**src/include/misc_regs_pkg.sv**
```systemverilog
// Purpose: Constants for the misc configuration and counter access register bank
// Assumes: 8-bit byte address, 16-bit register data, one 125 MHz clock
// Notes:   Offsets are byte addresses of 16-bit registers
//
// Overview of operation
// Overrun threshold is a 12-bit double-word count, reset 0x0040 (256 bytes).
// Identification returns read-only family code bits 15-8, chip code bits 7-4.
// Identification bits 3-1 report the silicon revision, read-only.
// Global control bit 9 set makes indicators show activity and link; resets zero.
// Every write to the indirect command register launches one command.
// Read-enable bit set performs an indirect read; clear means no operation.
// An indirect read clears the counter after capturing its value.
// Table select 11 targets the counters; other codes are reserved.
// A 5-bit address picks one of 32 counters.
// Data low register shows bits 15-0 of the last indirect value.
// Data high register shows bits 31-16 of the last indirect value.
// Delay bit set holds power-event output until clocks run and host is served.
// Delay bit only matters while the automatic wake-up enable bit is set.
// Auto wake-up wakes the device once energy persists past the wake-up time.
// Host writes one read command, then reads data low, then data high.
// Host writes reserved global control fields back with their reset values.
package misc_regs_pkg;
  localparam int ADDR_W = 8;
  localparam int DATA_W = 16;
  localparam int NUM_CNT = 32;
  localparam int CNT_W = 32;
  localparam int IADDR_W = 5;
  localparam int THRESH_W = 12;
  localparam int WSTAT_W = 4;
  localparam int IRQ_W = 4;
  localparam int WAKE_CW = 24;

  localparam logic [ADDR_W-1:0] OFF_THRESH = 8'hB4;
  localparam logic [ADDR_W-1:0] OFF_CHIP_ID = 8'hC0;
  localparam logic [ADDR_W-1:0] OFF_GCTRL = 8'hC6;
  localparam logic [ADDR_W-1:0] OFF_ICMD = 8'hC8;
  localparam logic [ADDR_W-1:0] OFF_DATA_LO = 8'hD0;
  localparam logic [ADDR_W-1:0] OFF_DATA_HI = 8'hD2;
  localparam logic [ADDR_W-1:0] OFF_PMECTL = 8'hD4;
  localparam logic [ADDR_W-1:0] OFF_IRQ_STAT = 8'hE0;
  localparam logic [ADDR_W-1:0] OFF_IRQ_MASK = 8'hE2;

  localparam logic [DATA_W-1:0] THRESH_RST = 16'h0040;
  localparam logic [DATA_W-1:0] GCTRL_RST = 16'h0835;
  localparam logic [DATA_W-1:0] ICMD_RST = 16'h0000;
  localparam logic [DATA_W-1:0] DATA_RST = 16'h0000;
  localparam logic [DATA_W-1:0] PMECTL_RST = 16'h0000;
  localparam logic [DATA_W-1:0] PMECTL_RW_MASK = 16'h7FC3;

  localparam int IND_SEL_BIT = 9;
  localparam int RD_EN_BIT = 12;
  localparam int TSEL_LO = 10;
  localparam logic [1:0] TSEL_COUNTERS = 2'h3;
  localparam int FAMILY_LO = 8;
  localparam int CHIP_LO = 4;
  localparam int REV_LO = 1;
  localparam int PME_DELAY_BIT = 14;
  localparam int PME_POL_BIT = 12;
  localparam int AUTO_WAKE_BIT = 7;
  localparam int WSTAT_LO = 2;

  localparam int IRQ_RD_DONE = 0;
  localparam int IRQ_BAD_SEL = 1;
  localparam int IRQ_PME = 2;
  localparam int IRQ_WAKE = 3;

  localparam int unsigned WAKE_TIME_MS = 128;
  localparam int unsigned CLK_KHZ = 125000;
  localparam int unsigned WAKE_CYCLES_DFLT = WAKE_TIME_MS * CLK_KHZ;
endpackage

```
**src/include/counter_if.sv**
```systemverilog
// Purpose: Carrier between the register bank and the statistics counter array
// Assumes: Single clock domain, read data valid in the request cycle
// Notes:   Request is a one-cycle pulse
`timescale 1ns/1ps
`default_nettype none
interface counter_if;
  import misc_regs_pkg::*;
  logic               rd_req;    // Capture and clear one counter
  logic [IADDR_W-1:0] rd_addr;   // Counter index
  logic [CNT_W-1:0]   rd_data;   // Current value of the indexed counter
  logic [NUM_CNT-1:0] cnt_event; // One-cycle increment pulses

  modport ctrl (output rd_req, output rd_addr, output cnt_event, input rd_data);
  modport bank (input rd_req, input rd_addr, input cnt_event, output rd_data);
endinterface
`default_nettype wire

```
**src/misc_config_regs.sv**
```systemverilog
// Purpose: Threshold, identification, global control, indirect counter access,
//          power-event control and interrupt registers
// Assumes: Host port and all status inputs except energy detect on clk_sys_i
// Notes:   Read data stands in the cycle after the read strobe only
`timescale 1ns/1ps
`default_nettype none
module misc_config_regs
  import misc_regs_pkg::*;
#(
  parameter int unsigned WAKE_CYCLES = WAKE_CYCLES_DFLT, // Energy persistence time
  parameter logic [7:0]  FAMILY_CODE = 8'h5A,            // Arbitrary value
  parameter logic [3:0]  CHIP_CODE   = 4'h3,             // Arbitrary value
  parameter logic [2:0]  REV_CODE    = 3'h1              // Arbitrary value
) (
  input  wire logic               clk_sys_i,            // System clock
  input  wire logic               rst_n_i,              // Async reset, active low
  input  wire logic [ADDR_W-1:0]  reg_addr_i,           // Register byte address
  input  wire logic [DATA_W-1:0]  reg_wdata_i,          // Write data
  input  wire logic               reg_wr_i,             // Write strobe
  input  wire logic               reg_rd_i,             // Read strobe
  output logic      [DATA_W-1:0]  reg_rdata_o,          // Read data, next cycle
  input  wire logic [NUM_CNT-1:0] count_event_i,        // Counter increment pulses
  input  wire logic               ind_link_i,           // Link up
  input  wire logic               ind_act_i,            // Traffic activity
  input  wire logic               ind_speed_i,          // High speed mode
  output logic                    port_indicator_a_o,   // First port indicator
  output logic                    port_indicator_b_o,   // Second port indicator
  output logic [THRESH_W-1:0]     overrun_threshold_o,  // Overrun level, dwords
  input  wire logic [WSTAT_W-1:0] wake_event_i,         // Wake event pulses
  input  wire logic               clocks_ready_i,       // Clocks run, host served
  input  wire logic               low_power_i,          // In low-power state
  input  wire logic               energy_detect_i,      // Line energy, async pin
  output logic                    wake_up_o,            // Auto wake-up pulse
  output logic                    power_event_output_o, // Power-event pin level
  output logic                    irq_o                 // Interrupt, active high
);
  counter_if cif ();

  logic [DATA_W-1:0]  thresh;
  logic               id_spare;
  logic [DATA_W-1:0]  gctrl;
  logic [DATA_W-1:0]  icmd;
  logic [DATA_W-1:0]  data_lo;
  logic [DATA_W-1:0]  data_hi;
  logic [DATA_W-1:0]  pmectl;
  logic [WSTAT_W-1:0] wake_stat;
  logic [IRQ_W-1:0]   irq_stat;
  logic [IRQ_W-1:0]   irq_mask;
  logic               pme_active;
  logic               energy_meta;
  logic               energy_sync;
  logic [WAKE_CW-1:0] wake_cnt;
  logic [DATA_W-1:0]  next_rdata;

  logic               wr_thresh;
  logic               wr_id;
  logic               wr_gctrl;
  logic               wr_icmd;
  logic               wr_lo;
  logic               wr_hi;
  logic               wr_pmectl;
  logic               wr_istat;
  logic               wr_imask;
  logic               cmd_rd_en;
  logic               cmd_sel_ok;
  logic               cmd_read;
  logic               cmd_bad;
  logic               auto_wake;
  logic               delay_en;
  logic               pme_hold;
  logic               pme_now;
  logic               wake_arm;
  logic               wake_fire;
  logic [IRQ_W-1:0]   irq_event;
  logic [WSTAT_W-1:0] wake_clr;

  assign wr_thresh = reg_wr_i && (reg_addr_i == OFF_THRESH);
  assign wr_id     = reg_wr_i && (reg_addr_i == OFF_CHIP_ID);
  assign wr_gctrl  = reg_wr_i && (reg_addr_i == OFF_GCTRL);
  assign wr_icmd   = reg_wr_i && (reg_addr_i == OFF_ICMD);
  assign wr_lo     = reg_wr_i && (reg_addr_i == OFF_DATA_LO);
  assign wr_hi     = reg_wr_i && (reg_addr_i == OFF_DATA_HI);
  assign wr_pmectl = reg_wr_i && (reg_addr_i == OFF_PMECTL);
  assign wr_istat  = reg_wr_i && (reg_addr_i == OFF_IRQ_STAT);
  assign wr_imask  = reg_wr_i && (reg_addr_i == OFF_IRQ_MASK);

  // Command decode uses the fields of the word being written
  assign cmd_rd_en  = reg_wdata_i[RD_EN_BIT];
  assign cmd_sel_ok = (reg_wdata_i[TSEL_LO+1:TSEL_LO] == TSEL_COUNTERS);
  assign cmd_read   = wr_icmd && cmd_rd_en && cmd_sel_ok;
  assign cmd_bad    = wr_icmd && cmd_rd_en && !cmd_sel_ok;

  assign cif.rd_req    = cmd_read;
  assign cif.rd_addr   = reg_wdata_i[IADDR_W-1:0];
  assign cif.cnt_event = count_event_i;

  counter_bank u_counter_bank (
    .clk_sys_i (clk_sys_i),
    .rst_n_i   (rst_n_i),
    .cif       (cif)
  );

  always_ff @(posedge clk_sys_i or negedge rst_n_i) begin
    if (!rst_n_i) begin
      thresh <= THRESH_RST;
    end else if (wr_thresh) begin
      thresh <= reg_wdata_i;
    end
  end

  assign overrun_threshold_o = thresh[THRESH_W-1:0];

  // Only the spare bit of the identification word is writable
  always_ff @(posedge clk_sys_i or negedge rst_n_i) begin
    if (!rst_n_i) begin
      id_spare <= 1'b0;
    end else if (wr_id) begin
      id_spare <= reg_wdata_i[0];
    end
  end

  always_ff @(posedge clk_sys_i or negedge rst_n_i) begin
    if (!rst_n_i) begin
      gctrl <= GCTRL_RST;
    end else if (wr_gctrl) begin
      gctrl <= reg_wdata_i;
    end
  end

  always_ff @(posedge clk_sys_i or negedge rst_n_i) begin
    if (!rst_n_i) begin
      port_indicator_a_o <= 1'b0;
      port_indicator_b_o <= 1'b0;
    end else if (gctrl[IND_SEL_BIT]) begin
      port_indicator_a_o <= ind_link_i;
      port_indicator_b_o <= ind_act_i;
    end else begin
      port_indicator_a_o <= ind_speed_i;
      port_indicator_b_o <= ind_link_i;
    end
  end

  always_ff @(posedge clk_sys_i or negedge rst_n_i) begin
    if (!rst_n_i) begin
      icmd <= ICMD_RST;
    end else if (wr_icmd) begin
      icmd <= reg_wdata_i;
    end
  end

  // Captured value replaces any earlier host write
  always_ff @(posedge clk_sys_i or negedge rst_n_i) begin
    if (!rst_n_i) begin
      data_lo <= DATA_RST;
      data_hi <= DATA_RST;
    end else if (cmd_read) begin
      data_lo <= cif.rd_data[DATA_W-1:0];
      data_hi <= cif.rd_data[CNT_W-1:DATA_W];
    end else begin
      if (wr_lo) begin
        data_lo <= reg_wdata_i;
      end
      if (wr_hi) begin
        data_hi <= reg_wdata_i;
      end
    end
  end

  always_ff @(posedge clk_sys_i or negedge rst_n_i) begin
    if (!rst_n_i) begin
      pmectl <= PMECTL_RST;
    end else if (wr_pmectl) begin
      pmectl <= reg_wdata_i & PMECTL_RW_MASK;
    end
  end

  // Wake status: a new event wins over a write-one clear
  assign wake_clr = wr_pmectl ? reg_wdata_i[WSTAT_LO+WSTAT_W-1:WSTAT_LO] : '0;

  always_ff @(posedge clk_sys_i or negedge rst_n_i) begin
    if (!rst_n_i) begin
      wake_stat <= '0;
    end else begin
      wake_stat <= (wake_stat & ~wake_clr) | wake_event_i;
    end
  end

  assign auto_wake = pmectl[AUTO_WAKE_BIT];
  assign delay_en  = pmectl[PME_DELAY_BIT];
  assign pme_hold  = auto_wake && delay_en && !clocks_ready_i;
  assign pme_now   = (|wake_stat) && !pme_hold;

  always_ff @(posedge clk_sys_i or negedge rst_n_i) begin
    if (!rst_n_i) begin
      pme_active <= 1'b0;
    end else begin
      pme_active <= pme_now;
    end
  end

  // Pin idles high because the polarity bit resets to active low
  always_ff @(posedge clk_sys_i or negedge rst_n_i) begin
    if (!rst_n_i) begin
      power_event_output_o <= 1'b1;
    end else begin
      power_event_output_o <= pmectl[PME_POL_BIT] ? pme_now : !pme_now;
    end
  end

  always_ff @(posedge clk_sys_i or negedge rst_n_i) begin
    if (!rst_n_i) begin
      energy_meta <= 1'b0;
      energy_sync <= 1'b0;
    end else begin
      energy_meta <= energy_detect_i;
      energy_sync <= energy_meta;
    end
  end

  // Counts consecutive energy cycles and parks at the limit
  assign wake_arm  = auto_wake && low_power_i && energy_sync;
  assign wake_fire = wake_arm && (wake_cnt == WAKE_CW'(WAKE_CYCLES - 1));

  always_ff @(posedge clk_sys_i or negedge rst_n_i) begin
    if (!rst_n_i) begin
      wake_cnt <= '0;
    end else if (!wake_arm) begin
      wake_cnt <= '0;
    end else if (wake_cnt != WAKE_CW'(WAKE_CYCLES)) begin
      wake_cnt <= wake_cnt + WAKE_CW'(1);
    end
  end

  always_ff @(posedge clk_sys_i or negedge rst_n_i) begin
    if (!rst_n_i) begin
      wake_up_o <= 1'b0;
    end else begin
      wake_up_o <= wake_fire;
    end
  end

  always_comb begin
    irq_event              = '0;
    irq_event[IRQ_RD_DONE] = cmd_read;
    irq_event[IRQ_BAD_SEL] = cmd_bad;
    irq_event[IRQ_PME]     = pme_now && !pme_active;
    irq_event[IRQ_WAKE]    = wake_fire;
  end

  always_ff @(posedge clk_sys_i or negedge rst_n_i) begin
    if (!rst_n_i) begin
      irq_stat <= '0;
    end else if (wr_istat) begin
      irq_stat <= (irq_stat & ~reg_wdata_i[IRQ_W-1:0]) | irq_event;
    end else begin
      irq_stat <= irq_stat | irq_event;
    end
  end

  always_ff @(posedge clk_sys_i or negedge rst_n_i) begin
    if (!rst_n_i) begin
      irq_mask <= '0;
    end else if (wr_imask) begin
      irq_mask <= reg_wdata_i[IRQ_W-1:0];
    end
  end

  always_ff @(posedge clk_sys_i or negedge rst_n_i) begin
    if (!rst_n_i) begin
      irq_o <= 1'b0;
    end else begin
      irq_o <= |(irq_stat & irq_mask);
    end
  end

  always_comb begin
    next_rdata = '0;
    case (reg_addr_i)
      OFF_THRESH:   next_rdata = thresh;
      OFF_CHIP_ID:  next_rdata = {FAMILY_CODE, CHIP_CODE, REV_CODE, id_spare};
      OFF_GCTRL:    next_rdata = gctrl;
      OFF_ICMD:     next_rdata = icmd;
      OFF_DATA_LO:  next_rdata = data_lo;
      OFF_DATA_HI:  next_rdata = data_hi;
      OFF_PMECTL:   next_rdata = pmectl | (DATA_W'(wake_stat) << WSTAT_LO);
      OFF_IRQ_STAT: next_rdata = DATA_W'(irq_stat);
      OFF_IRQ_MASK: next_rdata = DATA_W'(irq_mask);
      default:      next_rdata = '0;
    endcase
  end

  always_ff @(posedge clk_sys_i or negedge rst_n_i) begin
    if (!rst_n_i) begin
      reg_rdata_o <= '0;
    end else if (reg_rd_i) begin
      reg_rdata_o <= next_rdata;
    end else begin
      reg_rdata_o <= '0;
    end
  end
endmodule
`default_nettype wire

```
**src/counter_bank.sv**
```systemverilog
// Purpose: Array of 32 statistics counters with capture-and-clear read
// Assumes: Event pulses come from logic on the same clock
// Notes:   An event in the clearing cycle is kept as a count of one
`timescale 1ns/1ps
`default_nettype none
module counter_bank
  import misc_regs_pkg::*;
(
  input wire logic clk_sys_i, // System clock
  input wire logic rst_n_i,   // Asynchronous reset, active low
  counter_if.bank  cif        // Counter access port
);
  logic [CNT_W-1:0] cnt_q [NUM_CNT];

  genvar g;
  generate
    for (g = 0; g < NUM_CNT; g++) begin : g_cnt
      always_ff @(posedge clk_sys_i or negedge rst_n_i) begin
        if (!rst_n_i) begin
          cnt_q[g] <= '0;
        end else if (cif.rd_req && (cif.rd_addr == IADDR_W'(g))) begin
          cnt_q[g] <= CNT_W'(cif.cnt_event[g]);
        end else if (cif.cnt_event[g]) begin
          cnt_q[g] <= cnt_q[g] + CNT_W'(1);
        end
      end
    end
  endgenerate

  assign cif.rd_data = cnt_q[cif.rd_addr];
endmodule
`default_nettype wire

```
**config.mk**
```make
export PLATFORM = sky130hd
export DESIGN_NAME = misc_config_regs
export DESIGN_NICKNAME = d
export VERILOG_FILES = /design/src/include/misc_regs_pkg.sv /design/src/include/counter_if.sv /design/src/misc_config_regs.sv /design/src/counter_bank.sv
export SDC_FILE = /design/constraint.sdc
export NUM_CORES = 2
export LEC_CHECK = 0
export BUFFER_PORTS_ARGS = -buffer_cell sky130_fd_sc_hd__buf_2
export CAP_MARGIN = 25
export CORE_ASPECT_RATIO = 1.25
export CORE_UTILIZATION = 60
export CTS_CLUSTER_DIAMETER = 50
export CTS_CLUSTER_SIZE = 40
export DETAILED_ROUTE_END_ITERATION = 16
export PLACE_DENSITY = 0.83
export SYNTH_ARGS = -nofsm -noshare
export SYNTH_HDL_FRONTEND = slang
export SYNTH_HIERARCHICAL = 1
export SYNTH_SLANG_ARGS = --single-unit
```
**constraint.sdc**
```tcl
create_clock -name clk_sys_i -period 4.5 [get_ports clk_sys_i]
set_input_delay 0.225 -clock clk_sys_i [delete_from_list [all_inputs] [get_ports clk_sys_i]]
set_output_delay 0.225 -clock clk_sys_i [all_outputs]
set_load 0.05 [all_outputs]
```
# Yosys cells after proc, flatten, opt, wreduce, memory -nomap -nowiden
# Cells that the tools add are included.
# Widths: inputs -> output; s select.
# totals
ff_bits	1176
output_inout_bits	33
input_bits	70
elab_cells	313
# op_classes
eq_ne	44
n_addsub	33
bitwise_logic	10
n_reduce_logical	93
order_cmp	1
muxes	80
# op_table
op	n
$mux 32	66
$add 32x1->32 const B	32
$bmux 32 s5	1
$pmux 16 s9	1
$eq 5x5->1 const B	16
$mux 16	5
$eq 8x8->1 const B	9
$reduce_bool 2->1	34
$logic_and 1x1->1	51
$mux 24	2
$eq 5x4->1 const B	8
$add 24x1->24 const B	1
$eq 24x24->1 const B	1
$ne 24x24->1 const B	1
$eq 5x3->1 const B	4
$or 15x6->15	1
$and 4x4->4	3
$or 4x4->4	3
$eq 5x2->1 const B	2
$mux 4	2
$not 4->4	2
$reduce_or 4->1	2
$ge 6x6->1 const B	1
$not 5->6	1
other kinds (6)	12

# Logic depth before layout (Yosys ltp)
# logic_depth
ltp_word	7
mapped_depth	12
ltp_nobuf	7

# Modules after synthesis
# Netlist, hierarchy kept.
# modules_own_cells
mod	cells_per_inst	instances	seq_area_each_um2	area_each_um2
counter_bank	6096	1	25624.6	58685.0
misc_config_regs	641	1	3812.4	6980.4

# Least setup slack after synthesis
# Ideal clock, no wire load.
# synth_timing
path_type	input -> register
startpoint	input reg_addr_i[0]
endpoint	register u_counter_bank/cnt_q[830] (netlist name)
arrival_time_ns	3.450
path_buffers	4
path_stages	11
required_time_ns	4.423
setup_time_ns	0.077
slack_ns	0.973
path_cell_list	clkbuf_2 > or4b_4 > nor4_4 > buf_6 > buf_6 > clkbuf_1 > nor4bb_1 > a21oi_1 > or4_4 > or4_1 > a21oi_1
# synth_via
elab_chain_cells	6
word_cells_on_any_way	7
classes_between	eq/ne (1); mux (1); reduce/logical (5)
# synth_rtl
element	line	text
start: declaration	misc_config_regs.sv:17	input wire logic [ADDR_W-1:0] reg_addr_i,
$eq 8x8->1 *	misc_config_regs.sv:80	assign wr_icmd = reg_wr_i && (reg_addr_i == OFF_ICMD);
$logic_and 1x1->1 *	misc_config_regs.sv:80	
$logic_and 1x1->1 * (2 in a row)	misc_config_regs.sv:90	assign cmd_read = wr_icmd && cmd_rd_en && cmd_sel_ok;
via cif.rd_req	counter_if.sv:8	logic rd_req;
$logic_and 1x1->1 *	counter_bank.sv:21	end else if (cif.rd_req && (cif.rd_addr == IADDR_W'(g))) begin
$mux 32 or $reduce_bool 2->1 (tied branches)	-	
end signal: indexed assignment	counter_bank.sv:22	cnt_q[g] <= CNT_W'(cif.cnt_event[g]);
end signal: indexed assignment	counter_bank.sv:24	cnt_q[g] <= cnt_q[g] + CNT_W'(1);
end: declaration	counter_bank.sv:13	logic [CNT_W-1:0] cnt_q [NUM_CNT];
# The timed path passes the listed nets; every way through them passes the cells marked *.
# A chain may end at the register's enable or synchronous reset.

# Worst setup path in the final report
# layout_timing
startpoint	input reg_wdata_i[10]
endpoint	register u_counter_bank/cnt_q[285] (netlist name)
# layout_via
elab_chain_cells	4
word_cells_on_any_way	5
classes_between	eq/ne (1); mux (1); reduce/logical (3)
# layout_rtl
element	line	text
start: declaration	misc_config_regs.sv:18	input wire logic [DATA_W-1:0] reg_wdata_i,
$eq 2x2->1 *	misc_config_regs.sv:89	assign cmd_sel_ok = (reg_wdata_i[TSEL_LO+1:TSEL_LO] == TSEL_COUNTERS);
$logic_and 1x1->1 *	misc_config_regs.sv:90	
$logic_and 1x1->1 *	counter_bank.sv:21	
$mux 32 or $reduce_bool 2->1 (tied branches)	-	
# Mark *: on every way between the ends. The rest lies on a longest branch, timed or not.

==> impl_metrics.toml <==
[finish]
layout.core_utilization = 0.666
design_area_um2 = 72200
post_route_cells_drive_above_1_share = 0.111
nFillCells = 8046
multi_input_comb_area_um2 = 34500
fin_nets = 6891
seqCellArea_um2 = 29400
area_growth_pct = 9.98

[synthesis]
cell_area_after_technology_mapping_um2 = 65700
post_synthesis_cell_type_count = 81
syn_area_per_cell_um2 = 9.75
synth_fa_ha_area_frac = 0.00648
seq_area_frac_synth = 0.448
synth_top_cells_by_area = "sky130_fd_sc_hd__dfrtp_1 (45%), sky130_fd_sc_hd__xor2_1 (7.6%), sky130_fd_sc_hd__nor2_1 (6.4%)"
post_synth_mux_area_share = 0.108
ys_ff_latch = 1176
synth_top_cell_by_area = "sky130_fd_sc_hd__dfrtp_1"
syn-num-nets = 6841
synthesis_warning_total = 6
synth_top_family_by_area = "simple AND/OR/NAND/NOR gates"
synth-compound-area-share = 0.0570
synth_xor_xnor_area_share = 0.115
async_reset_ff_frac = 1.00
post-synth-top-area-fraction = 0.445
synth_top_flop_cell = "sky130_fd_sc_hd__dfrtp_1"
synth_simple_gate_area_share = 0.237
count_of_flip_flops_with_a_built_in_enable_after_synthesis = 0
synth_cells = 6737

[global_routing]
grt_pass1_vias = 54300
grt_first_pass_wirelength_um = 315000
grt.overflow.total = 0
grt_util_met2 = 0.571
top_usage_layer = "met2"
grt_use_met3 = 0.0789
antenna_found_initial = 5
grt_max_degree = 138
groute.layer.met1.usage = 0.459
globalRouteTotalUtil = 0.366

[pwr]
share_seq_of_total_power = 0.489
share_clk_of_total_power = 0.357
p_leak_nw = 31.3
power_per_cell_area_nw_per_um2 = 375
ir_drop_mv = 0.337
internal_power_contribution_w = 0.0183
netSwitchingPower_w = 0.00883
switching_share = 0.326
combinationalPowerShare = 0.153

[sta]
slew_headroom = 0.151
final_period_minus_worst_setup_slack_ns = 3.06
setup-tns-final_ns = 0
min_period_over_period = 0.680
hold_slack_ns = -0.0130
timing.fmax_ghz = 0.327
setup_slack_ns = 1.44
rsz_0062_raised_after_global_routing = "no"
setup_violations_final = 0
tightestPinTransition_ns = 1.24
fin_worst_skew_ns = 0.0335
timing_max_transition_violations_final = 0
report.final.hold_viol_count = 1

[min_path]
worstHoldPathCells = 4
type_of_the_tightest_min_delay_check = "in2reg"
min_to = "irq_stat[2]$_DFF_PN0_"
min-delay-start = "reg_wdata_i[2]"

[setup_path]
reg2reg_from = "u_counter_bank/cnt_q[837]$_DFFE_PN0P_"
delay_heaviest_family_cp = "simple AND/OR/NAND/NOR gates"
worst_reg2reg_path_endpoint = "data_lo[5]$_DFFE_PN0P_"
timing.critical_path.slowest_cell_delay_ns = 0.68
cp_cell_sequence = "dlygate4sd3_1 > buf_2 > nand2_1 > nor4_4 > buf_12 > and4_1 > a21oi_1 > or4b_1 > or4_1 > a21oi_1"
worst-setup-path-type = "in2reg"
cp_data_arrival_time_ns = 3.72
cpMostUsedCell = "sky130_fd_sc_hd__a21oi_1"
worst_r2r_path_depth = 7
crit_required_ns = 5.17
r2r_slack_ns = 1.56
critPathLaunchType = "input port"
crit_path_top_delay_cell = "sky130_fd_sc_hd__or4b_1"
crit_buf_inv = 3
critical_path_peak_fanout = 39
critPathCaptureType = "flop"

[route]
drt_drc_violations_left = 0
routed_wirelength_um = 203000
vias = 56000
route.antenna.remaining_nets = 0
firstDrtPassIters = 7
drt_first_iter_violations = 7094
routedWlPerCell_um = 24.5
drt-vias-per-instance = 6.74

[run]
max_cap_violations = 0

[clock_tree]
clock_tree.buffer_depth = 3
post_cts_resize_count = 0
htreeDepth = 3
cts_tree = "built"
worstSkewPairLatency_ns = 0.76
clock-root-buffer = "sky130_fd_sc_hd__clkbuf_16"
cts_num_sinks = 1176
numCtsBuffers = 101
clk_pin_slew_worst_paths_ns = 0.08

[floorplan]
die_h_um = 372
ioPinCount = 103
core-area_um2 = 108000
start_util = 0.606
die_area_um2 = 111000
die-width_um = 298
fp-row-count = 135

[run_status]
violated_checks = "negative hold slack"
outcome = "finished, violations left"

[placed_design]
place_hpwl_um = 146000
gpl.final_weighted_congestion = 1.01
placement.cell_area_um2 = 67900
pre_cts_ws_ns = 0.916
numPortBuffers = 102
-- worst max-delay path by stage --
stage | slack, ns | end | depth (start not counted) | start
final | 1.44 | u_counter_bank/cnt_q[285]$_DFFE_PN0P_ | 10 | reg_wdata_i[10]
after global routing | 1.34 | u_counter_bank/cnt_q[285]$_DFFE_PN0P_ | 10 | reg_wr_i
after CTS | 1.55 | u_counter_bank/cnt_q[285]$_DFFE_PN0P_ | 10 | reg_wdata_i[10]
after detailed placement | 0.92 | data_lo[7]$_DFFE_PN0P_ | 9 | reg_wdata_i[1]
after global placement | 0.63 | data_lo[10]$_DFFE_PN0P_ | 9 | reg_wdata_i[1]
after floorplan | 0.97 | u_counter_bank/cnt_q[830]$_DFFE_PN0P_ | 11 | reg_addr_i[0]
-- cell families (layout without fill, tap and decap cells) --
logic type | after synthesis | in the layout
simple gates | 3126 | 3126
xor+xnor | 865 | 865
fa+ha+maj | 34 | 34
buf+inv | 437 | 574
compound gates | 618 | 618
other cells | 0 | 3
flops | 1176 | 1176
mux | 481 | 481
-- layout by cell type (no fill, tap or decap), drive strengths merged, types with 19 or more instances in the layout --
cell / netlist / final
buf: 95 / 246
mux2i: 235 / 235
and2: 52 / 52
clkbuf: 263 / 110
a22oi: 31 / 31
and4: 98 / 98
mux2: 71 / 71
or2: 19 / 19
dlygate4sd3: 0 / 57
nor2: 1117 / 1117
nand3: 364 / 364
o21ai: 147 / 147
xor2: 573 / 573
a221oi: 30 / 30
xnor2: 292 / 292
dfrtp: 1169 / 1169
inv: 78 / 115
o22ai: 52 / 52
o31ai: 24 / 24
mux4: 175 / 175
a21oi: 232 / 232
clkinv: 1 / 33
or4: 51 / 51
ha: 34 / 34
or3: 122 / 122
and3: 151 / 151
nand4: 352 / 352
nor4: 142 / 142
nor2b: 26 / 26
o221ai: 20 / 20
nand2: 463 / 463
nor3: 107 / 107
-- routing by layer --
layer / vias up / share of wire
li1: 24200 / -
met1: 27700 / 0.36
met2: 3305 / 0.45
met3: 795 / 0.10
met4: 6 / 0.079
met5: - / 0.00015
-- synthesized netlist by cell type, drive strengths merged, types with 6 or more instances --
cell type and instances:
a2111oi 15, a211oi 7, a21o 9, a21oi 232, a221oi 30, a222oi 8
a22oi 31, a31oi 10, and2 52, and3 151, and4 98, buf 95
clkbuf 263, dfrtp 1169, dfstp 7, ha 34, inv 78, mux2 71
mux2i 235, mux4 175, nand2 463, nand2b 7, nand3 364, nand4 352
nand4b 15, nor2 1117, nor2b 26, nor3 107, nor3b 6, nor4 142
nor4b 8, nor4bb 6, o211ai 12, o21ai 147, o221ai 20, o22ai 52
o31ai 24, or2 19, or3 122, or4 51, or4b 8, xnor2 292
xor2 573
-- stage by stage --
stage | total power [W] | std cells
floorplan | 0.0156 | 6737
global placement | 0.0171 | 8052
detailed placement | 0.0174 | 8060
CTS | 0.0270 | 8307
global route | 0.0281 | 8313
finish | 0.0271 | 8315
-- state kept, by name, indices dropped and copies added (netlist names), 11 cells and up --
| name | flops |
|---|---|
| reg_rdata_o | 16 |
| thresh | 16 |
| data_hi | 16 |
| gctrl | 16 |
| icmd | 16 |
| wake_cnt | 24 |
| u_counter_bank/cnt_q | 1024 |
| data_lo | 16 |
| pmectl | 11 |
-- power by group through the flow --
stage                     registers [W]  logic (W)  clock network (W)
final                            0.0133    0.00416            0.00969
after detailed placement         0.0134    0.00400                  0
after global routing             0.0134    0.00455             0.0102
after floorplan                  0.0128    0.00282                  0
after CTS                        0.0132    0.00409            0.00973
after global placement           0.0133    0.00381                  0
-- area by class of cell --
class	count	area share
Multi-Input combinational cell	5124	0.478
Timing Repair Buffer	305	0.0341
Clock inverter	82	0.0149
Tap cell	1438	0.0249
Antenna cell	3	0.000104
Inverter	79	0.00411
Sequential cell	1176	0.408
Clock buffer	108	0.0361
-- what timing repair did --
action	in CTS	in global routing
hold buffers	57	0
setup buffers	0	0
endpoints found under the hold margin	292	0
-- worst register-to-register path, cell delays in order (launching register included) --
cell                        delay (ns)
sky130_fd_sc_hd__dfrtp_1          0.47
sky130_fd_sc_hd__mux4_2           0.55
sky130_fd_sc_hd__mux2i_1          0.45
sky130_fd_sc_hd__nor2_1           0.09
sky130_fd_sc_hd__a2111oi_0        0.85
sky130_fd_sc_hd__nor2_1           0.18
sky130_fd_sc_hd__a21oi_1          0.17
sky130_fd_sc_hd__a21oi_1          0.08
Power figures use the tool's default switching activity.
